### config.mk
export PLATFORM = sky130hd
export DESIGN_NAME = isx_exec
export DESIGN_NICKNAME = d
export VERILOG_FILES = /design/src/core/isx_pkg.sv /design/src/core/isx_exec.sv /design/src/core/isx_decode.sv
export VERILOG_INCLUDE_DIRS = /design/src /design/src/core
export SDC_FILE = /design/constraint.sdc
export NUM_CORES = 1
export LEC_CHECK = 0
export CAP_MARGIN = 20
export CORE_MARGIN = 5
export CORE_UTILIZATION = 43
export CTS_BUF_LIST = sky130_fd_sc_hd__clkbuf_8
export CTS_CLUSTER_SIZE = 30
export DETAILED_ROUTE_END_ITERATION = 8
export DONT_BUFFER_PORTS = 1
export GPL_TIMING_DRIVEN = 0
export PLACE_DENSITY_LB_ADDON = 0.25
export REMOVE_ABC_BUFFERS = 1
export SYNTH_ARGS = -nofsm -noshare
export SYNTH_HDL_FRONTEND = slang
export SYNTH_SLANG_ARGS = --single-unit
### constraint.sdc
create_clock -name clk -period 2.5 [get_ports clk]
set_clock_uncertainty 0.2 [all_clocks]
set_input_delay 0.125 -clock clk [delete_from_list [all_inputs] [get_ports clk]]
set_output_delay 0.125 -clock clk [all_outputs]
set_load 0.01 [all_outputs]
### src/core/isx_regs.svh
/*
 * Encoding constants for the four-instruction decode and execute block.
 * Assumes it is included by its bare name by the decode and execute modules.
 */
// What this block does
// - Increment-and-skip adds one to the addressed file register and writes the sum to the destination without touching any flag.
// - When that increment gives zero, the prefetched next instruction is dropped and a no-operation runs in its place, taking two cycles.
// - OR-literal ORs the working register with the literal in bits 7:0, keeps the result in the working register and updates the zero flag.
// - Move-literal loads the literal in bits 7:0 into the working register and changes no flag.
// - OR-with-file ORs the working register with the file register addressed by bits 6:0 and sets the zero flag from the result.
// - For file-operand instructions bit 7 selects the destination: 0 for the working register, 1 for the file register.
`ifndef ISX_REGS_SVH
`define ISX_REGS_SVH
`define ISX_OP6_INCSKIP 6'h0F
`define ISX_OP6_ORLIT   6'h38
`define ISX_OP6_ORFILE  6'h04
`define ISX_OP4_LDLIT   4'hC
`define ISX_DEST_BIT    7
`define ISX_W_RESET     8'h00
`define ISX_Z_RESET     1'h0
`endif

### src/core/isx_pkg.sv
/*
 * Types shared by the decode and execute block.
 * Assumes the encoding header is on the include path.
 */
package isx_pkg;
    typedef enum logic [2:0] {
        ISX_OP_NONE,
        ISX_OP_INCSKIP,
        ISX_OP_ORLIT,
        ISX_OP_LDLIT,
        ISX_OP_ORFILE
    } isx_op_t;
endpackage

### src/core/isx_exec.sv
/*
 * Execute stage for increment-and-skip, OR literal, move literal and OR with file.
 * Assumes the fetch stage presents one instruction word per cycle with instr_valid,
 * and the file array returns file_rdata combinationally for the address on file_raddr.
 */
`include "isx_regs.svh"
module isx_exec (
    input  wire logic           clk,
    input  wire logic           rst,
    input  wire logic           instr_valid,
    input  wire logic [13:0]    instr,
    output logic      [6:0]     file_raddr,
    input  wire logic [7:0]     file_rdata,
    output logic                file_we,
    output logic      [6:0]     file_waddr,
    output logic      [7:0]     file_wdata,
    output logic      [7:0]     work,
    output logic                zero_flag,
    output logic                skip_busy,
    output logic                done
);
    import isx_pkg::*;

    typedef struct packed {
        logic [7:0] work;
        logic       zero;
        logic       skip;
        logic       we;
        logic [6:0] waddr;
        logic [7:0] wdata;
        logic       done;
    } isx_state_t;

    isx_state_t state_ff;
    isx_state_t nxt_state;
    isx_op_t    op;
    logic [7:0] result;
    logic       to_file;
    logic [7:0] operand;
    logic [7:0] chk_operand;

    // ****************************************
    // Operand bypass
    // ****************************************
    // A file write leaves on a register and lands in the array one edge later.
    // An instruction that reads the same address in that cycle would otherwise see the old value.
    function automatic logic [7:0] isx_fwd(
        input logic       we,
        input logic [6:0] waddr,
        input logic [7:0] wdata,
        input logic [6:0] raddr,
        input logic [7:0] rdata
    );
        return (we && waddr == raddr) ? wdata : rdata;
    endfunction

    isx_decode u_dec (
        .instr (instr),
        .op    (op)
    );

    assign file_raddr = instr[6:0];

    // ****************************************
    // Next state
    // ****************************************
    always_comb begin
        nxt_state = state_ff;
        nxt_state.we = 1'b0;
        nxt_state.done = 1'b0;
        nxt_state.skip = 1'b0;
        result = 8'h00;
        to_file = instr[`ISX_DEST_BIT];
        operand = isx_fwd(state_ff.we, state_ff.waddr, state_ff.wdata, instr[6:0], file_rdata);
        if (state_ff.skip) begin
            nxt_state.done = 1'b1;
        end else if (instr_valid) begin
            nxt_state.done = 1'b1;
            case (op)
                ISX_OP_INCSKIP: begin
                    result = operand + 8'h01;
                    nxt_state.skip = (result == 8'h00);
                end
                ISX_OP_ORLIT: begin
                    result = state_ff.work | instr[7:0];
                    to_file = 1'b0;
                    nxt_state.zero = (result == 8'h00);
                end
                ISX_OP_LDLIT: begin
                    result = instr[7:0];
                    to_file = 1'b0;
                end
                ISX_OP_ORFILE: begin
                    result = state_ff.work | operand;
                    nxt_state.zero = (result == 8'h00);
                end
                default: begin
                    nxt_state.done = 1'b0;
                end
            endcase
            if (op != ISX_OP_NONE) begin
                if (to_file) begin
                    nxt_state.we = 1'b1;
                    nxt_state.waddr = instr[6:0];
                    nxt_state.wdata = result;
                end else begin
                    nxt_state.work = result;
                end
            end
        end
    end

    // ****************************************
    // Registers and outputs
    // ****************************************
    always_ff @(posedge clk or posedge rst) begin
        if (rst) begin
            state_ff <= '{work: `ISX_W_RESET, zero: `ISX_Z_RESET, skip: 1'b0, we: 1'b0,
                          waddr: 7'h00, wdata: 8'h00, done: 1'b0};
        end else begin
            state_ff <= nxt_state;
        end
    end

    assign work       = state_ff.work;
    assign zero_flag  = state_ff.zero;
    assign skip_busy  = state_ff.skip;
    assign file_we    = state_ff.we;
    assign file_waddr = state_ff.waddr;
    assign file_wdata = state_ff.wdata;
    assign done       = state_ff.done;

    // ****************************************
    // Checks
    // ****************************************
    assign chk_operand = isx_fwd(file_we, file_waddr, file_wdata, file_raddr, file_rdata);

    property p_inc_sum;
        @(posedge clk) disable iff (rst)
        (instr_valid && !skip_busy && op == ISX_OP_INCSKIP && instr[7])
            |=> (file_we && file_wdata == $past(chk_operand) + 8'h01);
    endproperty
    a_inc_sum: assert property (p_inc_sum) else $error("increment result wrong");

    property p_inc_noflag;
        @(posedge clk) disable iff (rst)
        (instr_valid && !skip_busy && op == ISX_OP_INCSKIP) |=> $stable(zero_flag);
    endproperty
    a_inc_noflag: assert property (p_inc_noflag) else $error("increment touched zero flag");

    property p_skip;
        @(posedge clk) disable iff (rst)
        (instr_valid && !skip_busy && op == ISX_OP_INCSKIP && chk_operand == 8'hFF)
            |=> skip_busy ##1 (!skip_busy && !file_we && $stable(work));
    endproperty
    a_skip: assert property (p_skip) else $error("skip not taken");

    property p_orlit;
        @(posedge clk) disable iff (rst)
        (instr_valid && !skip_busy && op == ISX_OP_ORLIT)
            |=> (work == ($past(work) | $past(instr[7:0])) && zero_flag == (work == 8'h00));
    endproperty
    a_orlit: assert property (p_orlit) else $error("or literal wrong");

    property p_ldlit;
        @(posedge clk) disable iff (rst)
        (instr_valid && !skip_busy && op == ISX_OP_LDLIT)
            |=> (work == $past(instr[7:0]) && $stable(zero_flag) && !file_we);
    endproperty
    a_ldlit: assert property (p_ldlit) else $error("load literal wrong");

    property p_ldlit_dc;
        @(posedge clk) disable iff (rst)
        (instr[13:10] == `ISX_OP4_LDLIT) |-> (op == ISX_OP_LDLIT);
    endproperty
    a_ldlit_dc: assert property (p_ldlit_dc) else $error("load literal rejected");

    property p_orfile;
        @(posedge clk) disable iff (rst)
        (instr_valid && !skip_busy && op == ISX_OP_ORFILE && !instr[7])
            |=> (work == ($past(work) | $past(chk_operand)) && zero_flag == (work == 8'h00));
    endproperty
    a_orfile: assert property (p_orfile) else $error("or file wrong");

    property p_dest;
        @(posedge clk) disable iff (rst)
        (instr_valid && !skip_busy && (op == ISX_OP_INCSKIP || op == ISX_OP_ORFILE))
            |=> (file_we == $past(instr[7]) && (!file_we || file_waddr == $past(instr[6:0])));
    endproperty
    a_dest: assert property (p_dest) else $error("destination select wrong");

    property p_one_cycle;
        @(posedge clk) disable iff (rst)
        (instr_valid && !skip_busy && op != ISX_OP_NONE && !(op == ISX_OP_INCSKIP && chk_operand == 8'hFF))
            |=> (done && !skip_busy);
    endproperty
    a_one_cycle: assert property (p_one_cycle) else $error("instruction took extra cycle");

    property p_inc_work;
        @(posedge clk) disable iff (rst)
        (instr_valid && !skip_busy && op == ISX_OP_INCSKIP && !instr[7])
            |=> (work == $past(chk_operand) + 8'h01);
    endproperty
    a_inc_work: assert property (p_inc_work) else $error("increment into work wrong");

    property p_unknown;
        @(posedge clk) disable iff (rst)
        (instr_valid && !skip_busy && op == ISX_OP_NONE)
            |=> (!done && !file_we && $stable(work) && $stable(zero_flag));
    endproperty
    a_unknown: assert property (p_unknown) else $error("unknown opcode had an effect");

    c_skip: cover property (@(posedge clk) disable iff (rst) skip_busy);
    c_orlit_zero: cover property (@(posedge clk) disable iff (rst)
        instr_valid && op == ISX_OP_ORLIT ##1 zero_flag);
    c_file_write: cover property (@(posedge clk) disable iff (rst) file_we);
    c_ldlit_dc: cover property (@(posedge clk) disable iff (rst)
        instr_valid && !skip_busy && op == ISX_OP_LDLIT && instr[9:8] != 2'h0);
    c_bypass: cover property (@(posedge clk) disable iff (rst)
        instr_valid && op == ISX_OP_INCSKIP && file_we && file_waddr == file_raddr);
endmodule

### src/core/isx_decode.sv
/*
 * Combinational opcode classifier.
 * Assumes a 14-bit instruction word on its input.
 */
`include "isx_regs.svh"
module isx_decode (
    input  wire logic [13:0]    instr,
    output isx_pkg::isx_op_t    op
);
    import isx_pkg::*;

    always_comb begin
        op = ISX_OP_NONE;
        if (instr[13:8] == `ISX_OP6_INCSKIP) begin
            op = ISX_OP_INCSKIP;
        end else if (instr[13:8] == `ISX_OP6_ORLIT) begin
            op = ISX_OP_ORLIT;
        end else if (instr[13:10] == `ISX_OP4_LDLIT) begin
            op = ISX_OP_LDLIT;
        end else if (instr[13:8] == `ISX_OP6_ORFILE) begin
            op = ISX_OP_ORFILE;
        end
    end
endmodule

==> summary.md, run 1 <==
| Metric | Value |
|---|---|
| Unrepaired setup endpoints after global routing | no |
| GR Util met2 | roughly 32% |
| Status | completed |
| Post-synth EDFFs | 0 |
| Avg Cell Area, Syn | 8.06 um2 |
| Adder-Cell Fraction of Synth Area | 0% |
| Max cap viols | 0 |
| Largest family of logic cells by synthesized area | simple AND/OR/NAND/NOR gates |
| Clock sinks | 27 |
| Minimum clock period | 2360 ps |
| Cell Chain, Critical Path | xnor2_1, nand4_1, or4_1, o311ai_0, a41oi_1 |
| DR WL/cell | 20.7 um |
| Most common cell in the netlist | nand2_1 |
| CTS max path bufs | 2 |
| Fin util | approximately 50% |
| Clock tree from TritonCTS | done |
| Maximum VDD drop | between 0.0004 and 0.0005 V |
| First-pass GRT wire length | 10.1 mm |
| Die Span Y | 78.3 um |
| Slew Limit Fails | 0 |
| Post-synthesis register bit count | 27 |
| Area Growth Syn to Fin | 10.7% |
| CTS HTree Levels | 1 |
| Top_reg_cell synth | dfrtp_1 |
| Gpl congestion | 0.884 |
| Fin nets | 280 |
| Worst-path clk slew | 100 ps |
| Synth unique cells | 46 |
| Kind of start point of the critical path | register |
| Via Count | 2012 |
| CTS Buf Count | 3 |
| Leakage | 0.000844 uW |
| Simple-gate share of the synthesized area | 29.0% |
| Reg-to-reg startpoint | file_waddr[6] |
| Worst R2R End | work[4] |
| Drt pass-1 iters | 5 |
| Global Route Usage Sum | around a fifth |
| Synth warn | 0 |
| Final setup viols | 0 |
| Antenna fix cells | 0 |
| GRT busiest layer | met2 |
| Vias in the first global route | 1864 |
| Initial antenna violation count | 0 |
| Final Cycle Share | 94.6% |
| Vias/cell | 6.58 |
| Synth async-reset ratio | 100% |
| I/O pin cnt | a little under 60 |
| Worst-Margin Slew | 629 ps |
| Max incr delay on CP | 540 ps |
| Worst skew pair latency | 280 ps |
| # fillers | 442 |
| Commonest cells post-synth | 38 x nand2_1, 27 x dfrtp_1, 20 x nor2_1 |
| Mux cell area share after synthesis | 0.499% |
| Post-route DRC violation count | 0 |
| Worst-path fanout max | 10 |
| Worst EP required | 2410 ps |
| Area of the core | 4440 um2 |
| Starting DRT DRC Count | roughly 220 |
| Path depth of the worst reg2reg path | 5 |
| Hold Path Sink | work[1] |
| Yosys top cell area share | 33.7% |
| Die extent in x | ~78 um |
| Dpl hpwl | 4.40 mm |
| Sequential-to-total area share from yosys stat | around a third |
| Root buffer cell | clkbuf_8 |
| Site row count | 24 |
| Flop-to-flop setup slack | around 140 ps |
| Top cell type by total area after synthesis | dfrtp_1 |
| Hold path start | instr[1] |
| Remaining antenna violation count | 0 |
| Relative slew margins | 57.9% |
| PortBufs | 0 |
| Syn Inst Count | 249 |
| Worst Hold Depth | 3 |
| Post-Synth XOR/XNOR Area | 7.86% |
| Final Hold Fails | 0 |
| Slowest-stage cell, CP | or4_1 |
| DRT Wirelength | 6.35 mm |
| Achievable Freq | between 400 and 500 MHz |
| GRT overflow | 0 |
| Critical Path AT | 2280 ps |
| Synth Area in Compound Gates | 21.8% |
| Power density over the cells | roughly 540 nW/um2 |
| Crit path capture type | register |
| Layout cells sized above 1 | 6.30% |
| Met3 usage | between 5 and 6% |
| Crit Path Class | reg2reg |
| Synth top area cells | dfrtp_1 34%, nand2_1 7.1%, xnor2_1 6.1% |
| Fin Setup TNS | 0 ps |
| Met1 Track Usage GR | 28.5% |
| Min-Delay Path Class | in2reg |
| Post-Syn Area | 2010 um2 |
| Die area | slightly above 6000 um2 |
| Pin count of the biggest net entering global routing | 28 |
| Starting density of the core | a little under half |
==> worst max path at each step <==
stage                     slack, ps          start  depth (start not counted)      end
after floorplan                 480  file_waddr[3]                          5  work[4]
after global placement           90  file_waddr[3]                          5  work[7]
after detailed placement         90  file_waddr[3]                          5  work[2]
after CTS                        60  file_waddr[3]                          5  work[7]
after global routing              6  file_waddr[1]                          5  work[4]
final                           140  file_waddr[6]                          5  work[4]
==> worst max-delay path: cells and delay by family, from the launching register on <==
kind,cells,cell delay (ps)
AND/OR/NAND/NOR,2,970
flip-flops,1,460
AO/OA/AOI/OAI,2,350
XOR/XNOR,1,220
==> power by group <==
group / internal, uW / switching [uW]
registers: 512 / 175
logic: 125 / 125
clock network: 112 / 144
==> final cells by class <==
class / count / area, um2 / share of cell area (%)
clock buffer: 3 / 41.3 / 1.86
clock inverter: 1 / 5.00 / 0.225
inverter: 7 / 26.3 / 1.18
multi-input combinational: 195 / 1190 / 53.6
sequential: 27 / 676 / 30.4
tap: 52 / 65.1 / 2.93
timing repair buffer: 21 / 218 / 9.80
==> metrics by stage <==
| step | area, um2 | std cells | power [uW] | setup slack, ps | hold slack (ps) |
|---|---|---|---|---|---|
| finish | 2220 | 306 | 1190 | 135 | 13.6 |
| global route | 2220 | 306 | 1270 | 6.22 | 17.7 |
| CTS | 2160 | 301 | 1190 | 60.4 | 1.29 |
| detailed placement | 1950 | 281 | 910 | 91.7 | 36.2 |
| global placement | 1950 | 281 | 906 | 93.1 | 32.1 |
| floorplan | 1890 | 229 | 829 | 481 | -22.3 |
==> registers in the layout, indices dropped and copies added, names as in the netlist <==
register / flops
done: 1
file_wdata: 8
file_waddr: 7
zero_flag: 1
file_we: 1
work: 8
skip_busy: 1
==> cells by family (layout without fill, tap and decap cells) <==
logic type	Yosys count	in the layout
buffers and inverters	27	32
and+or+nand+nor	113	113
xor gates and xnor gates	18	18
muxes	1	1
AOI/OAI and AO/OA	63	63
DFF	27	27
==> layout by cell type, fill, tap and decap left out, types with 4 or more instances in the layout <==
master | netlist | final
inv_1 | 6 | 6
nand4_1 | 7 | 7
nand2_1 | 38 | 38
nor4_1 | 11 | 11
o211ai_1 | 5 | 5
dfrtp_1 | 27 | 27
o21ai_0 | 7 | 7
nor2_1 | 20 | 19
xor2_1 | 4 | 4
a31oi_1 | 17 | 17
a21oi_1 | 10 | 10
xnor2_1 | 14 | 14
dlygate4sd3_1 | 0 | 16
nor3_1 | 6 | 6
nand3_1 | 11 | 11
buf_4 | 7 | 4
==> metal layers <==
metal	vias to the layer above	part of all wire (%)	routed length [um]
met2	81	46	2920
met3	7	8.8	561
met5	-	0	0
met1	987	44	2810
met4	0	0.90	57
li1	937	-	-
==> what timing repair did <==
action | CTS | global route
buffers inserted | 0 | 4
endpoints found under the hold margin | 45 | 0
hold buffers | 16 | 0
endpoints found under the setup margin | 0 | 13
resized for setup | 0 | 3
Power figures use the tool's default switching activity.
==> inputs of run 2 (changes only) <==
--- a/config.mk
+++ b/config.mk
@@ -14,8 +14,9 @@
 export DETAILED_ROUTE_END_ITERATION = 8
 export DONT_BUFFER_PORTS = 1
 export GPL_TIMING_DRIVEN = 0
-export PLACE_DENSITY_LB_ADDON = 0.25
+export PLACE_DENSITY_LB_ADDON = 0.05
 export REMOVE_ABC_BUFFERS = 1
 export SYNTH_ARGS = -nofsm -noshare
 export SYNTH_HDL_FRONTEND = slang
+export SYNTH_HIERARCHICAL = 1
 export SYNTH_SLANG_ARGS = --single-unit
==> run 2 against run 1 <==
  * Power increased by 3.5%
  * Routed wire length fell by 13%
  * Design area down 3.7%
  * Worst hold slack got worse by 9.3 ps
  * Combinational power is 7% higher
  * Cell count fell by 6.2%
  * Synthesized area decreased by 4.5%
  * Via count is 12% lower
  * Worst setup slack improved by 11 ps
  * Clock power barely moved
  * Die area is 3.9% lower
  * Sequential cell count stayed put
==> summary.md, run 2 <==
| Metric | Value |
|---|---|
| Kind of start point of the critical path | register (unchanged) |
| Path depth of the worst reg2reg path | 6 (was 5) |
| Leakage | 0.000868 uW (was 0.000844 uW) |
| Maximum VDD drop | 0.000284 V (was 0.000446 V) |
| Hold Path Sink | zero_flag (was work[1]) |
| Max incr delay on CP | 450 ps (was 540 ps) |
| Post-synthesis register bit count | 27 (unchanged) |
| Yosys top cell area share | 35.2% (was 33.7%) |
| Worst Hold Depth | 4 (was 3) |
| Die area | 5890 um2 (was 6130 um2) |
| Antenna fix cells | 0 (unchanged) |
| Crit path capture type | register (unchanged) |
| Initial antenna violation count | 0 (unchanged) |
| Placed cells | 265 (was 281) |
| Slowest-stage cell, CP | o211ai_1 (was or4_1) |
| Pin count of the biggest net entering global routing | 28 (unchanged) |
| Status | completed (unchanged) |
| Syn Inst Count | 228 (was 249) |
| GRT overflow | 0 (unchanged) |
| Post-route insts no fill | 287 (was 306) |
| Total power | 1230 uW (was 1190 uW) |
| Worst-path clk slew | 90 ps (was 100 ps) |
| Starting density of the core | 44.0% (was 45.2%) |
| Final Cycle Share | 94.1% (was 94.6%) |
| Clock sinks | 27 (unchanged) |
| Largest family of logic cells by synthesized area | simple AND/OR/NAND/NOR gates (unchanged) |
| Dpl ws | -185 ps (was 91.7 ps) |
| Worst EP required | 2500 ps (was 2410 ps) |
| Net Sw Power | 465 uW (was 444 uW) |
| DR WL/cell | 19.2 um (was 20.7 um) |
| Avg Cell Area, Syn | 8.41 um2 (was 8.06 um2) |
| Final setup viols | 0 (unchanged) |
| Vias/cell | 6.14 (was 6.58) |
| Root buffer cell | clkbuf_8 (unchanged) |
| Worst R2R End | file_wdata[6] (was work[4]) |
| Slew Limit Fails | 0 (unchanged) |
| Area of the core | 4350 um2 (was 4440 um2) |
| Commonest cells post-synth | 39 x nand2_1, 27 x dfrtp_1, 18 x nor2_1 (was 38 x nand2_1, 27 x dfrtp_1, 20 x nor2_1) |
| Placed inst area | 1900 um2 (was 1950 um2) |
| Cell Chain, Critical Path | nor2b_1, o211ai_1, buf_4, inv_1, nor2_1, a31oi_1 (was xnor2_1, nand4_1, or4_1, o311ai_0, a41oi_1) |
| Post-Syn Area | 1920 um2 (was 2010 um2) |
| I/O pin cnt | 59 (unchanged) |
| Worst skew pair latency | 280 ps (about the same) |
| Area Growth Syn to Fin | 11.7% (was 10.7%) |
| Top cell type by total area after synthesis | dfrtp_1 (unchanged) |
| Sequential-to-total area share from yosys stat | 35.2% (was 33.7%) |
| Reg-to-reg startpoint | skip_busy (was file_waddr[6]) |
| Mux cell area share after synthesis | 6.72% (was 0.499%) |
| Dpl hpwl | 4.09 mm (was 4.40 mm) |
| Post-synth EDFFs | 0 (unchanged) |
| Most frequent cells in the layout | 39 x nand2_1, 27 x dfrtp_1, 18 x nor2_1 (was 38 x nand2_1, 27 x dfrtp_1, 19 x nor2_1) |
| Seq pwr share | 57.4% (was 57.6%) |
| Critical Path AT | 2360 ps (was 2280 ps) |
| Synth top area cells | dfrtp_1 35%, nand2_1 7.6%, xnor2_1 5.9% (was dfrtp_1 34%, nand2_1 7.1%, xnor2_1 6.1%) |
| Switching Fraction | 37.6% (was 37.2%) |
| Die extent in x | 76.8 um (was 78.3 um) |
| CTS max path bufs | 2 (unchanged) |
| CTS Buf Count | 3 (unchanged) |
| Adder-Cell Fraction of Synth Area | 0% (unchanged) |
| Top_reg_cell synth | dfrtp_1 (unchanged) |
| Die Span Y | 76.8 um (was 78.3 um) |
| Hold path start | file_rdata[0] (was instr[1]) |
| Crit Path Class | reg2reg (unchanged) |
| Commonest non-fill, non-tap cell in the layout | nand2_1 (unchanged) |
| Clock tree from TritonCTS | done (unchanged) |
| Post-Synth XOR/XNOR Area | 8.68% (was 7.86%) |
| Clk pwr share | 21.0% (was 21.5%) |
| Fin nets | 261 (was 280) |
| Via Count | 1761 (was 2012) |
| Final Cell Area | 2140 um2 (was 2220 um2) |
| Synth async-reset ratio | 100% (unchanged) |
| Fin worst setup slack | 147 ps (was 135 ps) |
| Max cap viols | 0 (unchanged) |
| Int Power | 770 uW (was 749 uW) |
| Most common cell in the netlist | nand2_1 (unchanged) |
| Min-Delay Path Class | in2reg (unchanged) |
| First-pass GRT wire length | 8.89 mm (was 10.1 mm) |
| Gpl congestion | 0.844 (was 0.884) |
| Simple-gate share of the synthesized area | 27.8% (was 29.0%) |
| Post-route DRC violation count | 0 (unchanged) |
| PortBufs | 0 (unchanged) |
| Starting DRT DRC Count | 181 (was 219) |
| Fin util | 49.2% (was 50.0%) |
| Achievable Freq | 425 MHz (was 423 MHz) |
| Power density over the cells | 577 nW/um2 (was 537 nW/um2) |
| DRT Wirelength | 5.50 mm (was 6.35 mm) |
| Unrepaired setup endpoints after global routing | no (unchanged) |
| Final Hold Fails | 0 (unchanged) |
| Combinational share of power | 21.7% (was 20.9%) |
| Site row count | 24 (unchanged) |
| Synth warn | 6 (was 0) |
| Global Route Usage Sum | 18.6% (was 20.5%) |
| Remaining antenna violation count | 0 (unchanged) |
| Synth Area in Compound Gates | 16.3% (was 21.8%) |
| Minimum clock period | 2350 ps (was 2360 ps) |
| Vias in the first global route | 1723 (was 1864) |
| Layout cells sized above 1 | 8.09% (was 6.30%) |
| Worst-path fanout max | 12 (was 10) |
| Worst-Margin Slew | 875 ps (was 629 ps) |
| Synth unique cells | 47 (was 46) |
| Drt pass-1 iters | 4 (was 5) |
| CTS HTree Levels | 1 (unchanged) |
| Relative slew margins | 41.4% (was 57.9%) |
| Flop-to-flop setup slack | 150 ps (was 140 ps) |
==> run 2: cell types whose count changed after synthesis, sizes merged, moves of 4 or more <==
cell    delta
o21ai      +9
nor4       -7
nand4      -5
mux2i      +7
o211ai     -4
inv        -5
buf        -6
mux2       +4
a31oi      -9
==> run 2: worst max path at each step <==
stage / from / end / depth (start not counted)
CTS: instr[12] / work[6] / 8
detailed placement: instr[12] / work[6] / 8
global route: instr[9] / work[7] / 6
global placement: instr[9] / file_wdata[6] / 7
floorplan: instr[9] / file_wdata[6] / 7
finish: skip_busy / file_wdata[6] / 6
==> run 2: logic make-up after synthesis <==
kind of cell,count (synthesis)
AND/OR/NAND/NOR,103
buffers and inverters,18
flip-flops,27
AO/OA/AOI/OAI,49
multiplexers,12
XOR/XNOR,19
==> run 2: per-stage QoR <==
step / hold slack (ps) / setup TNS (ps)
floorplan: -22.3 / 0
global placement: 34.6 / -5770
detailed placement: 35.5 / -672
CTS: 3.94 / 0
global route: 42.3 / 0
finish: 4.32 / 0
==> run 2: layout make-up <==
| class | count | area (um2) |
|---|---|---|
| clock buffer | 3 | 41.3 |
| sequential | 27 | 676 |
| tap | 52 | 65.1 |
| multi-input combinational | 183 | 1140 |
| clock inverter | 1 | 5.00 |
| inverter | 2 | 7.51 |
| fill | 444 | 2210 |
| timing repair buffer | 19 | 203 |
==> run 2: per-layer routing <==
metal  GRT usage, %  wire length (um)  vias to the layer above  part of all wire, %
met5              0                 0                        -                    0
met4           4.20                48                        0                 0.87
met3           5.50               581                        5                   11
met2           27.8              2460                       86                   45
met1           26.4              2410                      846                   44
li1               -                 -                      824                    -
==> run 2: critical path: cells and delay by family (launching register included) <==
| kind | cells | cell delay, ps |
|---|---|---|
| flip-flops | 1 | 440 |
| AO/OA/AOI/OAI | 2 | 590 |
| AND/OR/NAND/NOR | 2 | 420 |
| buffers and inverters | 2 | 620 |
==> run 2: power by group through the flow <==
stage / Sequential [uW] / Combinational (uW) / Clock [uW]
CTS: 709 / 264 / 262
global route: 725 / 303 / 278
floorplan: 665 / 201 / 0
finish: 708 / 268 / 259
global placement: 716 / 231 / 0
detailed placement: 717 / 238 / 0
==> run 2: repair_timing <==
item | 4_1_cts | 5_1_grt
hold buffers | 16 | 0
setup buffers | 0 | 1
hold endpoints to repair | 47 | 0
gates resized for setup | 0 | 1
endpoints found under the setup margin | 0 | 1
==> inputs of run 3 (changes only) <==
--- a/config.mk
+++ b/config.mk
@@ -14,7 +14,7 @@
 export DETAILED_ROUTE_END_ITERATION = 8
 export DONT_BUFFER_PORTS = 1
 export GPL_TIMING_DRIVEN = 0
-export PLACE_DENSITY_LB_ADDON = 0.05
+export PLACE_DENSITY_LB_ADDON = 0.25
 export REMOVE_ABC_BUFFERS = 1
 export SYNTH_ARGS = -nofsm -noshare
 export SYNTH_HDL_FRONTEND = slang
==> run 3 against run 2 <==
  * Core utilization decreased by 1.1 points
  * Design area decreased by 2.3%
  * Register-to-register slack improved by 30 ps
  * Cell count shrank 2.1%
  * Combinational power shrank 3%
  * Largest cell class unchanged
  * Maximum frequency grew 1.3%
  * Highest routed layer unchanged
  * Routed wire length down 3.8%
==> summary.md, run 3 (synthesis gave the netlist of run 2 again) <==
| Metric | Value |
|---|---|
| Final setup viols | 0 (unchanged) |
| Clock sinks | 27 (unchanged) |
| CTS HTree Levels | 1 (unchanged) |
| Worst skew pair latency | 280 ps (about the same) |
| Commonest non-fill, non-tap cell in the layout | nand2_1 (unchanged) |
| GRT overflow | 0 (unchanged) |
| Minimum clock period | 2320 ps (was 2350 ps) |
| Remaining antenna violation count | 0 (unchanged) |
| Final Cycle Share | 92.9% (was 94.1%) |
| Root buffer cell | clkbuf_8 (unchanged) |
| Starting density of the core | 44.0% (unchanged) |
| Area Growth Syn to Fin | 9.07% (was 11.7%) |
| Unrepaired setup endpoints after global routing | no (unchanged) |
| Vias/cell | 5.99 (was 6.14) |
| Worst EP required | 2430 ps (was 2500 ps) |
| Via Count | 1683 (was 1761) |
| Setup crit start | file_waddr[1] (was skip_busy) |
| Critical path's top delay family | compound AO/OA/AOI/OAI gates (was buffers and inverters) |
| Initial antenna violation count | 0 (unchanged) |
| I/O pin cnt | 59 (unchanged) |
| Kind of start point of the critical path | register (unchanged) |
| Die extent in x | 76.8 um (unchanged) |
| Slew Limit Fails | 0 (unchanged) |
| Power density over the cells | 584 nW/um2 (was 577 nW/um2) |
| # fillers | 430 (was 444) |
| Min-Delay Path Class | in2reg (unchanged) |
| Worst-Margin Slew | 798 ps (was 875 ps) |
| Relative slew margins | 46.7% (was 41.4%) |
| PortBufs | 0 (unchanged) |
| Crit Path Class | reg2reg (unchanged) |
| Most frequent cells in the layout | 39 x nand2_1, 27 x dfrtp_1, 18 x nor2_1 (unchanged) |
| First-pass GRT wire length | 8.57 mm (was 8.89 mm) |
| Die area | 5890 um2 (unchanged) |
| Dpl ws | -183 ps (was -185 ps) |
| Global Route Usage Sum | 17.7% (was 18.6%) |
| Area of the multi-input gates | 1150 um2 (was 1140 um2) |
| Hold_ws | 8.51 ps (was 4.32 ps) |
| Post-route DRC violation count | 0 (unchanged) |
| Die Span Y | 76.8 um (unchanged) |
| Starting DRT DRC Count | 127 (was 181) |
| WP buf/inv | 0 (was 2) |
| Critical Path AT | 2250 ps (was 2360 ps) |
| Leakage | 0.000840 uW (was 0.000868 uW) |
| Maximum VDD drop | 0.000395 V (was 0.000284 V) |
| Register Area | 676 um2 (unchanged) |
| DRT Wirelength | 5.29 mm (was 5.50 mm) |
| DR WL/cell | 18.8 um (was 19.2 um) |
| Fin nets | 255 (was 261) |
| Gpl congestion | 0.854 (was 0.844) |
| Fin worst setup slack | 178 ps (was 147 ps) |
| Reg-to-reg startpoint | file_waddr[1] (was skip_busy) |
| Postcts setup bufs | 0 (unchanged) |
| Achievable Freq | 431 MHz (was 425 MHz) |
| Area of the core | 4350 um2 (unchanged) |
| Slowest-stage cell, CP | dfrtp_1 (was o211ai_1) |
| Worst-path clk slew | 100 ps (was 90 ps) |
| Max incr delay on CP | 450 ps (about the same) |
| Max cap viols | 0 (unchanged) |
| CTS Buf Count | 3 (unchanged) |
| Pin count of the biggest net entering global routing | 28 (unchanged) |
| Worst-path fanout max | 13 (was 12) |
| Drt pass-1 iters | 4 (unchanged) |
| Final Hold Fails | 0 (unchanged) |
| Cell Chain, Critical Path | xnor2_1, and4_4, nand2_4, mux2_4, a222oi_1, a31oi_1 (was nor2b_1, o211ai_1, buf_4, inv_1, nor2_1, a31oi_1) |
| Clock tree from TritonCTS | done (unchanged) |
| Hold path start | file_rdata[2] (was file_rdata[0]) |
| Dpl hpwl | 3.89 mm (was 4.09 mm) |
| Vias in the first global route | 1576 (was 1723) |
| Crit path capture type | register (unchanged) |
| Site row count | 24 (unchanged) |
| Status | completed (unchanged) |
| CTS max path bufs | 2 (unchanged) |
| Antenna fix cells | 0 (unchanged) |
| Layout cells sized above 1 | 8.30% (was 8.09%) |
[run 3: worst paths after layout]
check	endpoint	slack, ps	depth (start not counted)
hold reg to reg	done	360	1
setup / recovery	work[7]	180	6
max in group asynchronous	file_wdata[5]	1620	3
setup reg to reg	work[7]	180	6
min in group asynchronous	file_waddr[0]	50	2
hold / removal	file_wdata[2]	9	3
[run 3: area by class of cell]
cell class | instances | share of cell area [%]
multi-input cells | 183 | 54.9
flip-flops and latches | 27 | 32.3
repair buffers | 13 | 6.94
well taps | 52 | 3.11
clock buffers | 3 | 1.97
clock inverters | 1 | 0.359
inverters | 2 | 0.359
[run 3: metrics by stage]
stage,util [%],instances,setup TNS [ps],power (uW),cell area (um2)
floorplan,-,212,0,865,1820
global placement,43.4,264,-6990,941,1890
detailed placement,43.6,265,-574,949,1900
CTS,47.2,280,0,1220,2060
global route,48.0,281,0,1310,2090
finish,48.0,281,0,1220,2090
[run 3: power breakdown]
group | switching, uW | leakage, uW | internal, uW
Sequential | 179 | 0.000344 | 524
Combinational | 131 | 0.000475 | 128
Clock | 144 | 0.0000217 | 113
Total | 454 | 0.000840 | 766
[run 3: timing repair]
action | 4_1_cts | 5_1_grt
resized for setup | 0 | 2
endpoints found under the hold margin | 46 | 0
endpoints found under the setup margin | 0 | 2
hold buffers | 11 | 0
[run 3: worst min-delay path: stages]
cell	delay, ps
mux2_2	120
a221oi_1	90
o21ai_1	120
[run 3: layer usage]
layer / wire length, um / up-vias / track usage (%)
li1: - / 818 / -
met1: 2490 / 785 / 27.0
met2: 2220 / 78 / 24.4
met3: 565 / 2 / 5.15
met4: 19 / 0 / 3.67
met5: 0 / - / 0
